==> config.mk <==
export PLATFORM = sky130hd
export DESIGN_NAME = acs_sequencer
export DESIGN_NICKNAME = d
export VERILOG_FILES = /design/src/logic/acs_pkg.sv /design/src/logic/acs_sequencer.sv
export SDC_FILE = /design/constraint.sdc
export NUM_CORES = 1
export LEC_CHECK = 0
export BUFFER_PORTS_ARGS = -buffer_cell sky130_fd_sc_hd__buf_2
export CORE_ASPECT_RATIO = 0.8
export CORE_MARGIN = 4
export CORE_UTILIZATION = 54
export CTS_CLUSTER_SIZE = 24
export DETAILED_ROUTE_END_ITERATION = 6
export PLACE_DENSITY = 0.79
export SLEW_MARGIN = 20
export SYNTH_ARGS = -nofsm -noshare
export SYNTH_HDL_FRONTEND = slang
export SYNTH_SLANG_ARGS = --single-unit
==> constraint.sdc <==
create_clock -name clk_i -period 3.2 [get_ports clk_i]
set_input_delay 0.32 -clock clk_i [delete_from_list [all_inputs] [get_ports clk_i]]
set_output_delay 0.32 -clock clk_i [all_outputs]
set_load 0.03 [all_outputs]
==> src/logic/acs_pkg.sv <==
// What this block does
// - power enable at one powers the converter; conversions need it set
// - an internal source disconnects the external channel input automatically
// - alignment bit arranges the result across high and low result bytes
// - interrupt reaches the cpu only with global and converter enables both set
// - start low-high-low runs one conversion: high resets, falling edge launches
// - busy reads high during conversion, low at completion, then result is readable
// - power enable cleared means the converter circuitry draws no power
// - result is 12-bit unsigned, full scale gives all ones
// - one code step equals reference divided by 4096
// - the interrupt request flag clears when software writes a zero to it
// - conversion takes 4 sampling plus 12 conversion periods, 16 in total
// - three-bit divider selects system clock over 2 to the field value
// - completion sets the interrupt request flag
package acs_pkg;

  localparam int unsigned RES_BITS     = 12;
  localparam int unsigned SAMPLE_TICKS = 4;
  localparam int unsigned CONV_TICKS   = 12;
  localparam int unsigned FULL_CODES   = 4096;

  // byte addresses on the register bus
  localparam logic [7:0] OFS_CTRL0  = 8'h00;
  localparam logic [7:0] OFS_CTRL1  = 8'h04;
  localparam logic [7:0] OFS_CTRL2  = 8'h08;
  localparam logic [7:0] OFS_RES_HI = 8'h0c;
  localparam logic [7:0] OFS_RES_LO = 8'h10;
  localparam logic [7:0] OFS_STATUS = 8'h14;
  localparam logic [7:0] OFS_MASK   = 8'h18;
  localparam logic [7:0] OFS_GIE    = 8'h1c;

  // conv_control_0 fields
  localparam int unsigned C0_START = 7;
  localparam int unsigned C0_BUSY  = 6;
  localparam int unsigned C0_PWR   = 5;
  localparam int unsigned C0_ALIGN = 4;
  localparam int unsigned C0_CH_LO = 0;
  // conv_control_1 fields
  localparam int unsigned C1_SRC_LO = 4;
  localparam int unsigned C1_DIV_LO = 0;
  // conv_control_2 fields
  localparam int unsigned C2_REF_LO = 0;
  // status / mask / global enable
  localparam int unsigned IRQ_DONE = 0;

  localparam logic [3:0] SRC_EXTERNAL = 4'h0;

  localparam logic [3:0] RST_CHANNEL = 4'h0;
  localparam logic [3:0] RST_SOURCE  = 4'h0;
  localparam logic [2:0] RST_DIV     = 3'h0;
  localparam logic [1:0] RST_REF     = 2'h0;
  localparam logic [3:0] RST_PHASE   = 4'h0;
  localparam logic [6:0] RST_DIVCNT  = 7'h00;
  localparam logic [RES_BITS-1:0] RST_RESULT = 12'h000;
  localparam logic [RES_BITS-1:0] TRIAL_MSB  = 12'h800;

  typedef enum logic [1:0] {
    ST_IDLE    = 2'b00,
    ST_SAMPLE  = 2'b01,
    ST_CONVERT = 2'b11,
    ST_DONE    = 2'b10
  } acs_state_e;

  typedef struct packed {
    logic [3:0] ext_channel_sel;
    logic       result_align_sel;
    logic       converter_power_en;
    logic [3:0] input_source_sel;
    logic [2:0] conv_clock_div;
    logic [1:0] ref_source_sel;
  } acs_cfg_s;

  typedef struct packed {
    logic                converter_power_en;
    logic                sample;
    logic                ext_connect;
    logic [3:0]          ext_channel_sel;
    logic [3:0]          input_source_sel;
    logic [1:0]          ref_source_sel;
    logic [RES_BITS-1:0] trial_code;
  } acs_analog_s;

endpackage

==> src/logic/acs_sequencer.sv <==
`timescale 1ns/1ps
`default_nettype none
module acs_sequencer
  import acs_pkg::*;
(
  input  wire logic        clk_i,
  input  wire logic        rst_i,
  input  wire logic        wb_cyc_i,
  input  wire logic        wb_stb_i,
  input  wire logic        wb_we_i,
  input  wire logic [7:0]  wb_adr_i,
  input  wire logic [3:0]  wb_sel_i,
  input  wire logic [31:0] wb_dat_i,
  output logic      [31:0] wb_dat_o,
  output logic             wb_ack_o,
  input  wire logic        comp_i,
  output acs_analog_s      analog_o,
  output logic             irq_o
);

  // divider limit: system clock over 2**div
  function automatic logic [6:0] div_limit(input logic [2:0] div);
    logic [7:0] span;
    span = 8'h01 << div;
    return 7'(span - 8'h01);
  endfunction

  function automatic logic [7:0] res_high(input logic [RES_BITS-1:0] r, input logic align);
    return align ? {4'h0, r[11:8]} : r[11:4];
  endfunction

  function automatic logic [7:0] res_low(input logic [RES_BITS-1:0] r, input logic align);
    return align ? r[7:0] : {r[3:0], 4'h0};
  endfunction

  // comparator crosses from the analog side, two flops before use
  logic comp_meta_q;
  logic comp_sync_q;

  always_ff @(posedge clk_i) begin
    if (rst_i) begin
      comp_meta_q <= 1'b0;
      comp_sync_q <= 1'b0;
    end else begin
      comp_meta_q <= comp_i;
      comp_sync_q <= comp_meta_q;
    end
  end

  // register bus
  logic        ack_q;
  logic        ack_d;
  logic [31:0] rdat_q;
  logic [31:0] rdat_d;
  logic        bus_req;
  logic        wr_en;

  acs_cfg_s    cfg_q;
  acs_cfg_s    cfg_d;
  logic        start_q;
  logic        start_d;
  logic        flag_q;
  logic        flag_d;
  logic        mask_q;
  logic        mask_d;
  logic        gie_q;
  logic        gie_d;

  acs_state_e          state_q;
  acs_state_e          state_d;
  logic [3:0]          phase_q;
  logic [3:0]          phase_d;
  logic [6:0]          divcnt_q;
  logic [6:0]          divcnt_d;
  logic [RES_BITS-1:0] sar_q;
  logic [RES_BITS-1:0] sar_d;
  logic [RES_BITS-1:0] bit_q;
  logic [RES_BITS-1:0] bit_d;
  logic [RES_BITS-1:0] result_q;
  logic [RES_BITS-1:0] result_d;

  logic busy;
  logic tick;
  logic start_fall;
  logic done_evt;

  assign bus_req = wb_cyc_i & wb_stb_i & ~ack_q;
  assign wr_en   = bus_req & wb_we_i & wb_sel_i[0];
  assign busy    = (state_q == ST_SAMPLE) || (state_q == ST_CONVERT);

  always_comb begin
    ack_d  = bus_req;
    rdat_d = rdat_q;
    if (bus_req && !wb_we_i) begin
      rdat_d = 32'h0000_0000;
      if (wb_adr_i == OFS_CTRL0) begin
        rdat_d[C0_START]         = start_q;
        rdat_d[C0_BUSY]          = busy;
        rdat_d[C0_PWR]           = cfg_q.converter_power_en;
        rdat_d[C0_ALIGN]         = cfg_q.result_align_sel;
        rdat_d[C0_CH_LO +: 4]    = cfg_q.ext_channel_sel;
      end else if (wb_adr_i == OFS_CTRL1) begin
        rdat_d[C1_SRC_LO +: 4]   = cfg_q.input_source_sel;
        rdat_d[C1_DIV_LO +: 3]   = cfg_q.conv_clock_div;
      end else if (wb_adr_i == OFS_CTRL2) begin
        rdat_d[C2_REF_LO +: 2]   = cfg_q.ref_source_sel;
      end else if (wb_adr_i == OFS_RES_HI) begin
        rdat_d[7:0] = res_high(result_q, cfg_q.result_align_sel);
      end else if (wb_adr_i == OFS_RES_LO) begin
        rdat_d[7:0] = res_low(result_q, cfg_q.result_align_sel);
      end else if (wb_adr_i == OFS_STATUS) begin
        rdat_d[IRQ_DONE] = flag_q;
      end else if (wb_adr_i == OFS_MASK) begin
        rdat_d[IRQ_DONE] = mask_q;
      end else if (wb_adr_i == OFS_GIE) begin
        rdat_d[IRQ_DONE] = gie_q;
      end
    end
  end

  always_ff @(posedge clk_i) begin
    if (rst_i) begin
      ack_q  <= 1'b0;
      rdat_q <= 32'h0000_0000;
    end else begin
      ack_q  <= ack_d;
      rdat_q <= rdat_d;
    end
  end

  // software-written configuration
  always_comb begin
    cfg_d   = cfg_q;
    start_d = start_q;
    mask_d  = mask_q;
    gie_d   = gie_q;
    if (wr_en) begin
      if (wb_adr_i == OFS_CTRL0) begin
        // busy bit position is ignored on write
        start_d                  = wb_dat_i[C0_START];
        cfg_d.converter_power_en = wb_dat_i[C0_PWR];
        cfg_d.result_align_sel   = wb_dat_i[C0_ALIGN];
        cfg_d.ext_channel_sel    = wb_dat_i[C0_CH_LO +: 4];
      end else if (wb_adr_i == OFS_CTRL1) begin
        cfg_d.input_source_sel   = wb_dat_i[C1_SRC_LO +: 4];
        cfg_d.conv_clock_div     = wb_dat_i[C1_DIV_LO +: 3];
      end else if (wb_adr_i == OFS_CTRL2) begin
        cfg_d.ref_source_sel     = wb_dat_i[C2_REF_LO +: 2];
      end else if (wb_adr_i == OFS_MASK) begin
        mask_d = wb_dat_i[IRQ_DONE];
      end else if (wb_adr_i == OFS_GIE) begin
        gie_d  = wb_dat_i[IRQ_DONE];
      end
    end
  end

  always_ff @(posedge clk_i) begin
    if (rst_i) begin
      cfg_q.ext_channel_sel    <= RST_CHANNEL;
      cfg_q.result_align_sel   <= 1'b0;
      cfg_q.converter_power_en <= 1'b0;
      cfg_q.input_source_sel   <= RST_SOURCE;
      cfg_q.conv_clock_div     <= RST_DIV;
      cfg_q.ref_source_sel     <= RST_REF;
      start_q <= 1'b0;
      mask_q  <= 1'b0;
      gie_q   <= 1'b0;
    end else begin
      cfg_q   <= cfg_d;
      start_q <= start_d;
      mask_q  <= mask_d;
      gie_q   <= gie_d;
    end
  end

  // start edges are seen one cycle after the write lands
  logic start_prev_q;

  always_ff @(posedge clk_i) begin
    if (rst_i) begin
      start_prev_q <= 1'b0;
    end else begin
      start_prev_q <= start_q;
    end
  end

  assign start_fall = ~start_q & start_prev_q;
  assign tick       = (divcnt_q == div_limit(cfg_q.conv_clock_div));

  // sequencer and successive approximation
  always_comb begin
    state_d  = state_q;
    phase_d  = phase_q;
    divcnt_d = tick ? RST_DIVCNT : 7'(divcnt_q + 7'h01);
    sar_d    = sar_q;
    bit_d    = bit_q;
    result_d = result_q;
    done_evt = 1'b0;
    if (!cfg_q.converter_power_en || start_q) begin
      // power off or start held high: converter held in reset
      state_d  = ST_IDLE;
      phase_d  = RST_PHASE;
      divcnt_d = RST_DIVCNT;
    end else begin
      case (state_q)
        ST_IDLE: begin
          divcnt_d = RST_DIVCNT;
          if (start_fall) begin
            state_d = ST_SAMPLE;
            phase_d = RST_PHASE;
          end
        end
        ST_SAMPLE: begin
          if (tick) begin
            phase_d = 4'(phase_q + 4'h1);
            if (phase_q == 4'(SAMPLE_TICKS - 1)) begin
              state_d = ST_CONVERT;
              phase_d = RST_PHASE;
              sar_d   = TRIAL_MSB;
              bit_d   = TRIAL_MSB;
            end
          end
        end
        ST_CONVERT: begin
          if (tick) begin
            // comparator high means input at or above the trial code
            sar_d   = (comp_sync_q ? sar_q : (sar_q & ~bit_q)) | (bit_q >> 1);
            bit_d   = bit_q >> 1;
            phase_d = 4'(phase_q + 4'h1);
            if (phase_q == 4'(CONV_TICKS - 1)) begin
              state_d  = ST_DONE;
              result_d = comp_sync_q ? sar_q : (sar_q & ~bit_q);
            end
          end
        end
        ST_DONE: begin
          state_d  = ST_IDLE;
          done_evt = 1'b1;
        end
        default: begin
          state_d = ST_IDLE;
        end
      endcase
    end
  end

  always_ff @(posedge clk_i) begin
    if (rst_i) begin
      state_q  <= ST_IDLE;
      phase_q  <= RST_PHASE;
      divcnt_q <= RST_DIVCNT;
      sar_q    <= RST_RESULT;
      bit_q    <= RST_RESULT;
      result_q <= RST_RESULT;
    end else begin
      state_q  <= state_d;
      phase_q  <= phase_d;
      divcnt_q <= divcnt_d;
      sar_q    <= sar_d;
      bit_q    <= bit_d;
      result_q <= result_d;
    end
  end

  // completion flag: a set in the same cycle as a clearing write wins
  always_comb begin
    flag_d = flag_q;
    if (wr_en && (wb_adr_i == OFS_STATUS) && !wb_dat_i[IRQ_DONE]) begin
      flag_d = 1'b0;
    end
    if (done_evt) begin
      flag_d = 1'b1;
    end
  end

  always_ff @(posedge clk_i) begin
    if (rst_i) begin
      flag_q <= 1'b0;
    end else begin
      flag_q <= flag_d;
    end
  end

  // analog controls, all quiet while powered down
  acs_analog_s analog_d;
  acs_analog_s analog_q;

  always_comb begin
    analog_d = '0;
    if (cfg_q.converter_power_en) begin
      analog_d.converter_power_en = 1'b1;
      analog_d.sample             = (state_q == ST_SAMPLE);
      analog_d.ext_connect        = (cfg_q.input_source_sel == SRC_EXTERNAL);
      analog_d.ext_channel_sel    = cfg_q.ext_channel_sel;
      analog_d.input_source_sel   = cfg_q.input_source_sel;
      analog_d.ref_source_sel     = cfg_q.ref_source_sel;
      analog_d.trial_code         = (state_q == ST_CONVERT) ? sar_q : RST_RESULT;
    end
  end

  always_ff @(posedge clk_i) begin
    if (rst_i) begin
      analog_q <= '0;
    end else begin
      analog_q <= analog_d;
    end
  end

  assign analog_o = analog_q;
  assign wb_ack_o = ack_q;
  assign wb_dat_o = rdat_q;
  assign irq_o    = flag_q & mask_q & gie_q;

endmodule
`default_nettype wire

==> metrics.md, run 1 <==
| Metric | Value |
|---|---|
| Outcome | `completed` |
| Worst-path maximum fanout | `26` |
| RSZ-0062 raised after global routing | `no` |
| Post CTS Setup Buffer Count | `0` |
| Sequential power share | `59.6%` |
| Sw Share | `26.0%` |
| Reg-to-Reg End | `sar_q[10]` |
| Global-route wire length before repair | `17100 um` |
| Row cnt | `30` |
| Initial Util | `55.8%` |
| Pin count of the biggest net entering global routing | `59` |
| Total CTS buffers | `9` |
| Pre-CTS setup slack | `241 ps` |
| CP Data Arrival Time | `3300 ps` |
| GRT Total Usage | `20.1%` |
| Final setup vio count | `0` |
| Area grow syn2layout | `7.94%` |
| Initial antenna violation count | `0` |
| H-Tree Depth | `3` |
| Cell-internal power | `1.63 mW` |
| Cells after Synth | `522` |
| Psw | `0.574 mW` |
| Final Wtd Congestion | `0.892` |
| Syn_area_per_cell | `9.15 um^2` |
| PortBufs | `57` |
| EDFF count, synth | `0` |
| Fin crit share | `94.8%` |
| Mapped Area | `4770 um^2` |
| Primary FF master, synth | `dfxtp_1` |
| WL final | `10400 um` |
| Setup ws final | `166 ps` |
| Fmax | `0.330 GHz` |
| I/O pin count | `109` |
| Vias in the first global route | `3484` |
| Max-capacitance violation count | `0` |
| Rel. slew slack | `55.4%` |
| Die ar. | `10400 um^2` |
| Fraction of registers with async set or reset after synthesis | `0%` |
| Setup crit start kind | `flop` |
| Clk network pwr share | `34.9%` |
| Die height | `92.1 um` |
| Final antenna diode count | `0` |
| Post-synthesis mux area share | `7.02%` |
| Most frequent cells in the layout | `dfxtp_1 (105), buf_2 (57), nor2_1 (49)` |
| Total gr overflow | `0` |
| Clock buffer depth | `2` |
| Yosys reg bits | `105` |
| CP required | `3470 ps` |
| Final Skew | `15.3 ps` |
| Die X | `113 um` |
| Slew Viols, Final | `0` |
| GR Util met2 | `29.8%` |
| Routed len/inst | `15.4 um` |
| Core Footprint | `8560 um^2` |
| HPWL Detailed | `7320 um` |
| Cts repair resizes | `0` |
| Post-synthesis simple-gate area fraction | `24.0%` |
| Final setup TNS | `0 ps` |
| FF-to-FF Start | `cfg_q[3]` |
| FF-to-FF setup slack | `170 ps` |
| Worst vdd ir | `0.231 mV` |
| DR vias | `3867` |
| Share of cells above drive strength 1 | `17.0%` |
| Yosys warning total | `0` |
| Most common cell after layout, fill and taps aside | `dfxtp_1` |
| Sequential share of the synthesized area | `44.0%` |
| Min Hold Slack | `167 ps` |
| Largest family of logic cells by synthesized area | `simple AND/OR/NAND/NOR gates` |
| Worst setup path endpoint | `sar_q[10]` |
| Gr busiest metal | `met2` |
| Met1 usage in global routing | `28.5%` |
| Synth Area in Compound Gates | `14.0%` |
| Post-route minimum period | `3030 ps` |
| Crit end category | `flop` |
| CTS tree | `built` |
| Clk sinks | `105` |
| Fraction of synthesized cell area in xor and xnor cells | `1.65%` |
| DRC viols | `0` |
| Leakage | `2.20 nW` |
| Worst reg-to-reg path cell count | `9` |
| Grt met3 use | `5.41%` |
| Area share of fa/ha/maj cells after synthesis | `0.786%` |
| CP startpoint | `cfg_q[3]` |
| Worst Tran Pin Value | `666 ps` |
| Post-synth cell types | `60` |
| Root buffer cell | `clkbuf_8` |
| DRT iter0 DRCs | `272` |
| Tot Pwr | `2.21 mW` |
| Critical path class | `flop to flop` |
| Final hold vios | `0` |
| Clk Latency, worst-skew pair | `370 ps` |
| Antenna Nets Post-Route | `0` |
| Vias/cell | `5.70` |
| CTS Hold Bufs | `0` |
| Clock slew at reported path FFs | `100 ps` |
| # nets final | `614` |
| Combinational power share | `5.4%` |
| Drt pass-1 iters | `5` |
| Worst Hold Class | `input pin to flop` |
| Power Density | `428 nW/um^2` |
-- stage by stage --
step,std cells,area (um^2),utilization [%]
floorplan,545,4860,-
global placement,662,4970,58.1
detailed placement,662,4970,58.1
CTS,678,5150,60.2
global route,678,5150,60.2
finish,678,5150,60.2
-- worst max-delay path: stages, from the launching register on --
cell     delay [ps]
dfxtp_1         420
or3_1           390
ha_1            290
xnor2_1         190
a311o_1         360
a221o_1         410
nor3_4          200
buf_4           320
nand3_1         100
a22o_1          250
-- how the worst min path moves through the flow --
stage                     start  slack [ps]  cells after the start           to
detailed placement  comp_meta_q         430                      1  comp_sync_q
finish                   comp_i         170                      2  comp_meta_q
global route             comp_i         160                      2  comp_meta_q
floorplan           comp_meta_q         410                      1  comp_sync_q
CTS                      comp_i         160                      2  comp_meta_q
global placement    comp_meta_q         420                      1  comp_sync_q
-- cell type report --
cell class              count  area [um^2]
flip-flops and latches    105         2100
repair buffers             65          358
clock buffers               9          124
inverters                   5         18.8
fillers                   746         3400
clock inverters             7         52.6
well taps                 112          140
multi-input cells         375         2360
-- per-layer routing --
layer / share of wire [%] / wire (um)
met1: 46 / 4780
met2: 45 / 4740
met4: 1.7 / 176
met5: 0 / 0
met3: 7.1 / 744
-- synthesized netlist by cell type (2+ instances only) --
cell      number  area [um^2]
buf_2          3         15.0
nor3_1         8         40.0
and3_1        19          119
o311a_1        3         30.0
nor3b_1        2         15.0
o21ai_1        9         45.0
a221oi_1       5         43.8
o211ai_1       4         30.0
a22oi_1        5         37.5
buf_4         31          233
dfxtp_1      105         2100
a22o_1        23          201
nand4_1       12         75.1
a311oi_1       2         17.5
and3_2         2         15.0
buf_6          4         45.0
nand2b_1      15         93.8
nor2b_1       21          131
mux2_2         2         22.5
and4_1         2         17.5
xnor2_1        6         52.6
or3_1          7         43.8
and2_1        14         87.6
nand3_1       21          105
nand2_1       25         93.8
clkbuf_1      20         75.1
nand3b_1       3         22.5
nor2_1        49          184
ha_1           3         37.5
xor2_1         3         26.3
mux2i_1       29          290
inv_1          5         18.8
o21ai_0       10         50.1
a21oi_1       24          120
-- state kept, by name, summed over array words and instances (netlist names), 2 cells and up --
signal	count
analog_o	25
cfg_q	15
bit_q	12
result_q	12
sar_q	12
wb_dat_o	8
divcnt_q	7
phase_q	4
state_q	2
-- cell families (layout without fill, tap and decap cells) --
group	count (synthesis)	after routing
mux	32	32
xor+xnor	9	9
simple gates	211	211
fa+ha+maj	3	3
flops	105	105
buf+inv	65	86
compound gates	96	96
other cells	1	24
-- power groups by stage --
stage | Sequential [mW] | Combinational [mW] | Clock (mW)
finish | 1.32 | 0.120 | 0.771
CTS | 1.32 | 0.118 | 0.787
global route | 1.32 | 0.129 | 0.841
global placement | 1.35 | 0.116 | 0
detailed placement | 1.35 | 0.118 | 0
floorplan | 1.35 | 0.101 | 0
Note: power is estimated with default switching activity, not from simulation.
==> run 2: changes to the inputs <==
--- a/config.mk
+++ b/config.mk
@@ -5,6 +5,7 @@
 export SDC_FILE = /design/constraint.sdc
 export NUM_CORES = 1
 export LEC_CHECK = 0
+export ABC_AREA = 1
 export BUFFER_PORTS_ARGS = -buffer_cell sky130_fd_sc_hd__buf_2
 export CORE_ASPECT_RATIO = 0.8
 export CORE_MARGIN = 4
==> metrics.md, run 2 <==
| Metric | Value |
|---|---|
| Outcome | `completed` |
| Post-synth cell types | `46` |
| Leakage | `2.27 nW` |
| Post-synth top cells | `nor2_1 (112), dfxtp_1 (105), nand2_1 (104)` |
| Sequential share of the synthesized area | `42.8%` |
| Clock slew at reported path FFs | `70 ps` |
| Share of cells above drive strength 1 | `17.6%` |
| Fill cell count | `745` |
| Clk sinks | `105` |
| Antenna Nets Post-Route | `0` |
| Drt pass-1 iters | `5` |
| Rel. slew slack | `52.3%` |
| Total CTS buffers | `9` |
| Max FFs per register | `25` |
| Primary FF master, synth | `dfxtp_1` |
| Worst-path maximum fanout | `24` |
| DRT iter0 DRCs | `385` |
| Worst Hold Class | `input pin to flop` |
| Most common cell after layout, fill and taps aside | `nor2_1` |
| Total gr overflow | `0` |
| Top delay family on crit path | `simple AND/OR/NAND/NOR gates` |
| Fraction of registers with async set or reset after synthesis | `0%` |
| WL final | `11700 um` |
| Vias/cell | `5.25` |
| Row cnt | `30` |
| Final Wtd Congestion | `0.880` |
| H-Tree Depth | `3` |
| Setup crit start kind | `flop` |
| Routed len/inst | `14.1 um` |
| Post-route minimum period | `2650 ps` |
| CTS Hold Bufs | `0` |
| CP Cell Sequence | `inv_2, nand3_1, ha_1, nand2_1, nand2_1, nor2_2, nand3_1, nor2_2, nand3_4, inv_2, nand3_2, o21ai_0, a21oi_1` |
| Crit end category | `flop` |
| Power Density | `490 nW/um^2` |
| Area grow syn2layout | `11.6%` |
| Final setup vio count | `0` |
| Fin crit share | `82.8%` |
| Die height | `93.3 um` |
| Post CTS Setup Buffer Count | `0` |
| Worst vdd ir | `0.308 mV` |
| Most frequent cells in the layout | `nor2_1 (112), dfxtp_1 (105), nand2_1 (104)` |
| Utilization after layout | `63.2%` |
| Tot Pwr | `2.69 mW` |
| Initial Util | `56.7%` |
| Slew Viols, Final | `0` |
| Clock buffer depth | `2` |
| Global-route wire length before repair | `19500 um` |
| Critical path class | `flop to flop` |
| CP Data Arrival Time | `2870 ps` |
| Yosys warning total | `0` |
| Mapped Area | `4910 um^2` |
| Final antenna diode count | `0` |
| Yosys top cell area share | `42.8%` |
| DRC viols | `0` |
| Root buffer cell | `clkbuf_16` |
| CP peak stage delay | `500 ps` |
| Worst Tran Pin Value | `708 ps` |
| # nets final | `770` |
| Final hold vios | `0` |
| RSZ-0062 raised after global routing | `no` |
| Most common cell in the netlist | `nor2_1` |
| HPWL Detailed | `8470 um` |
| Yosys reg bits | `105` |
| I/O pin count | `109` |
| Syn_area_per_cell | `7.36 um^2` |
| Fmax | `0.378 GHz` |
| Final setup TNS | `0 ps` |
| GRT Total Usage | `22.5%` |
| Final Skew | `7.47 ps` |
| CP required | `3420 ps` |
| Clk Latency, worst-skew pair | `340 ps` |
| Cts repair resizes | `0` |
| PortBufs | `57` |
| Cells after Synth | `668` |
| Vias in the first global route | `4139` |
| CP max-delay cell | `dfxtp_1` |
| Pin count of the biggest net entering global routing | `26` |
| Core Footprint | `8670 um^2` |
| Area leader, netlist | `dfxtp_1` |
| Initial antenna violation count | `0` |
| Area of the multi-input gates | `2260 um^2` |
| Worst path bufs/invs | `2` |
| EDFF count, synth | `0` |
| Max-capacitance violation count | `0` |
| DR vias | `4377` |
| Synth top area cells | `dfxtp_1 (43%), nor2_1 (8.6%), nand2_1 (7.9%), a21oi_1 (6.1%), inv_1 (6.0%)` |
| Die ar. | `10700 um^2` |
| Die X | `115 um` |
| Register Area | `2100 um^2` |
| CTS tree | `built` |
==> run 2: cell count changes after synthesis, moves of 15 or more <==
cell,change
o21ai_0,+34
nand2_1,+79
nor2_1,+63
nand2b_1,-15
mux2i_1,-29
inv_1,+74
a21oi_1,+36
nor2b_1,-21
and3_1,-19
a22o_1,-23
==> run 2: layout make-up <==
class	count	area share (%)
multi-input combinational	454	41.2
sequential	105	38.3
inverter	87	5.98
timing repair buffer	60	5.62
clock buffer	10	4.18
tap	112	2.56
clock inverter	6	2.10
==> run 2: worst paths after layout <==
kind	startpoint	end	slack, ps	cells past startpoint
max	cfg_q[4]	result_q[1]	550	13
min	comp_i	comp_meta_q	180	3
max reg2reg	cfg_q[4]	result_q[1]	550	13
min reg2reg	cfg_q[6]	analog_o[22]	420	1
==> run 2: cell families (layout without fill, tap and decap cells) <==
group	Yosys count	in the layout	share of synthesized area, %
buffers and inverters	132	163	13.0
other	1	24	0.0763
and+or+nand+nor	284	284	25.7
DFF	105	105	42.8
AOI/OAI and AO/OA	134	134	16.1
adders and majority gates	3	3	0.764
xor gates and xnor gates	9	9	1.60
==> run 2: where the power goes <==
part | switching (mW) | internal [mW] | total (mW)
Combinational | 0.0949 | 0.0250 | 0.120
Sequential | 0.00274 | 1.31 | 1.31
Clock | 0.484 | 0.769 | 1.25
Total | 0.581 | 2.11 | 2.69
==> run 2: per-layer routing <==
metal | wire [um] | vias to the layer above | GRT usage (%)
met5 | 0 | - | 0
met4 | 231 | 0 | 8.11
met3 | 808 | 26 | 4.14
met2 | 5450 | 164 | 36.6
met1 | 5260 | 2020 | 30.0
li1 | - | 2167 | -
==> run 2: tightest hold or removal path, stage by stage <==
cell and delay (ps):
buf_2 70, inv_1 30, nor2_1 60
==> run 2: metrics by stage <==
| stage | cell area, um^2 | hold slack [ps] | instances | setup WS, ps |
|---|---|---|---|---|
| 2_1_floorplan | 5000 | 388 | 691 | 1090 |
| 3_3_place_gp | 5140 | 407 | 818 | 685 |
| 3_5_place_dp | 5140 | 415 | 818 | 603 |
| 4_1_cts | 5480 | 178 | 834 | 558 |
| 5_1_grt | 5480 | 183 | 834 | 244 |
| 6_report | 5480 | 179 | 834 | 552 |
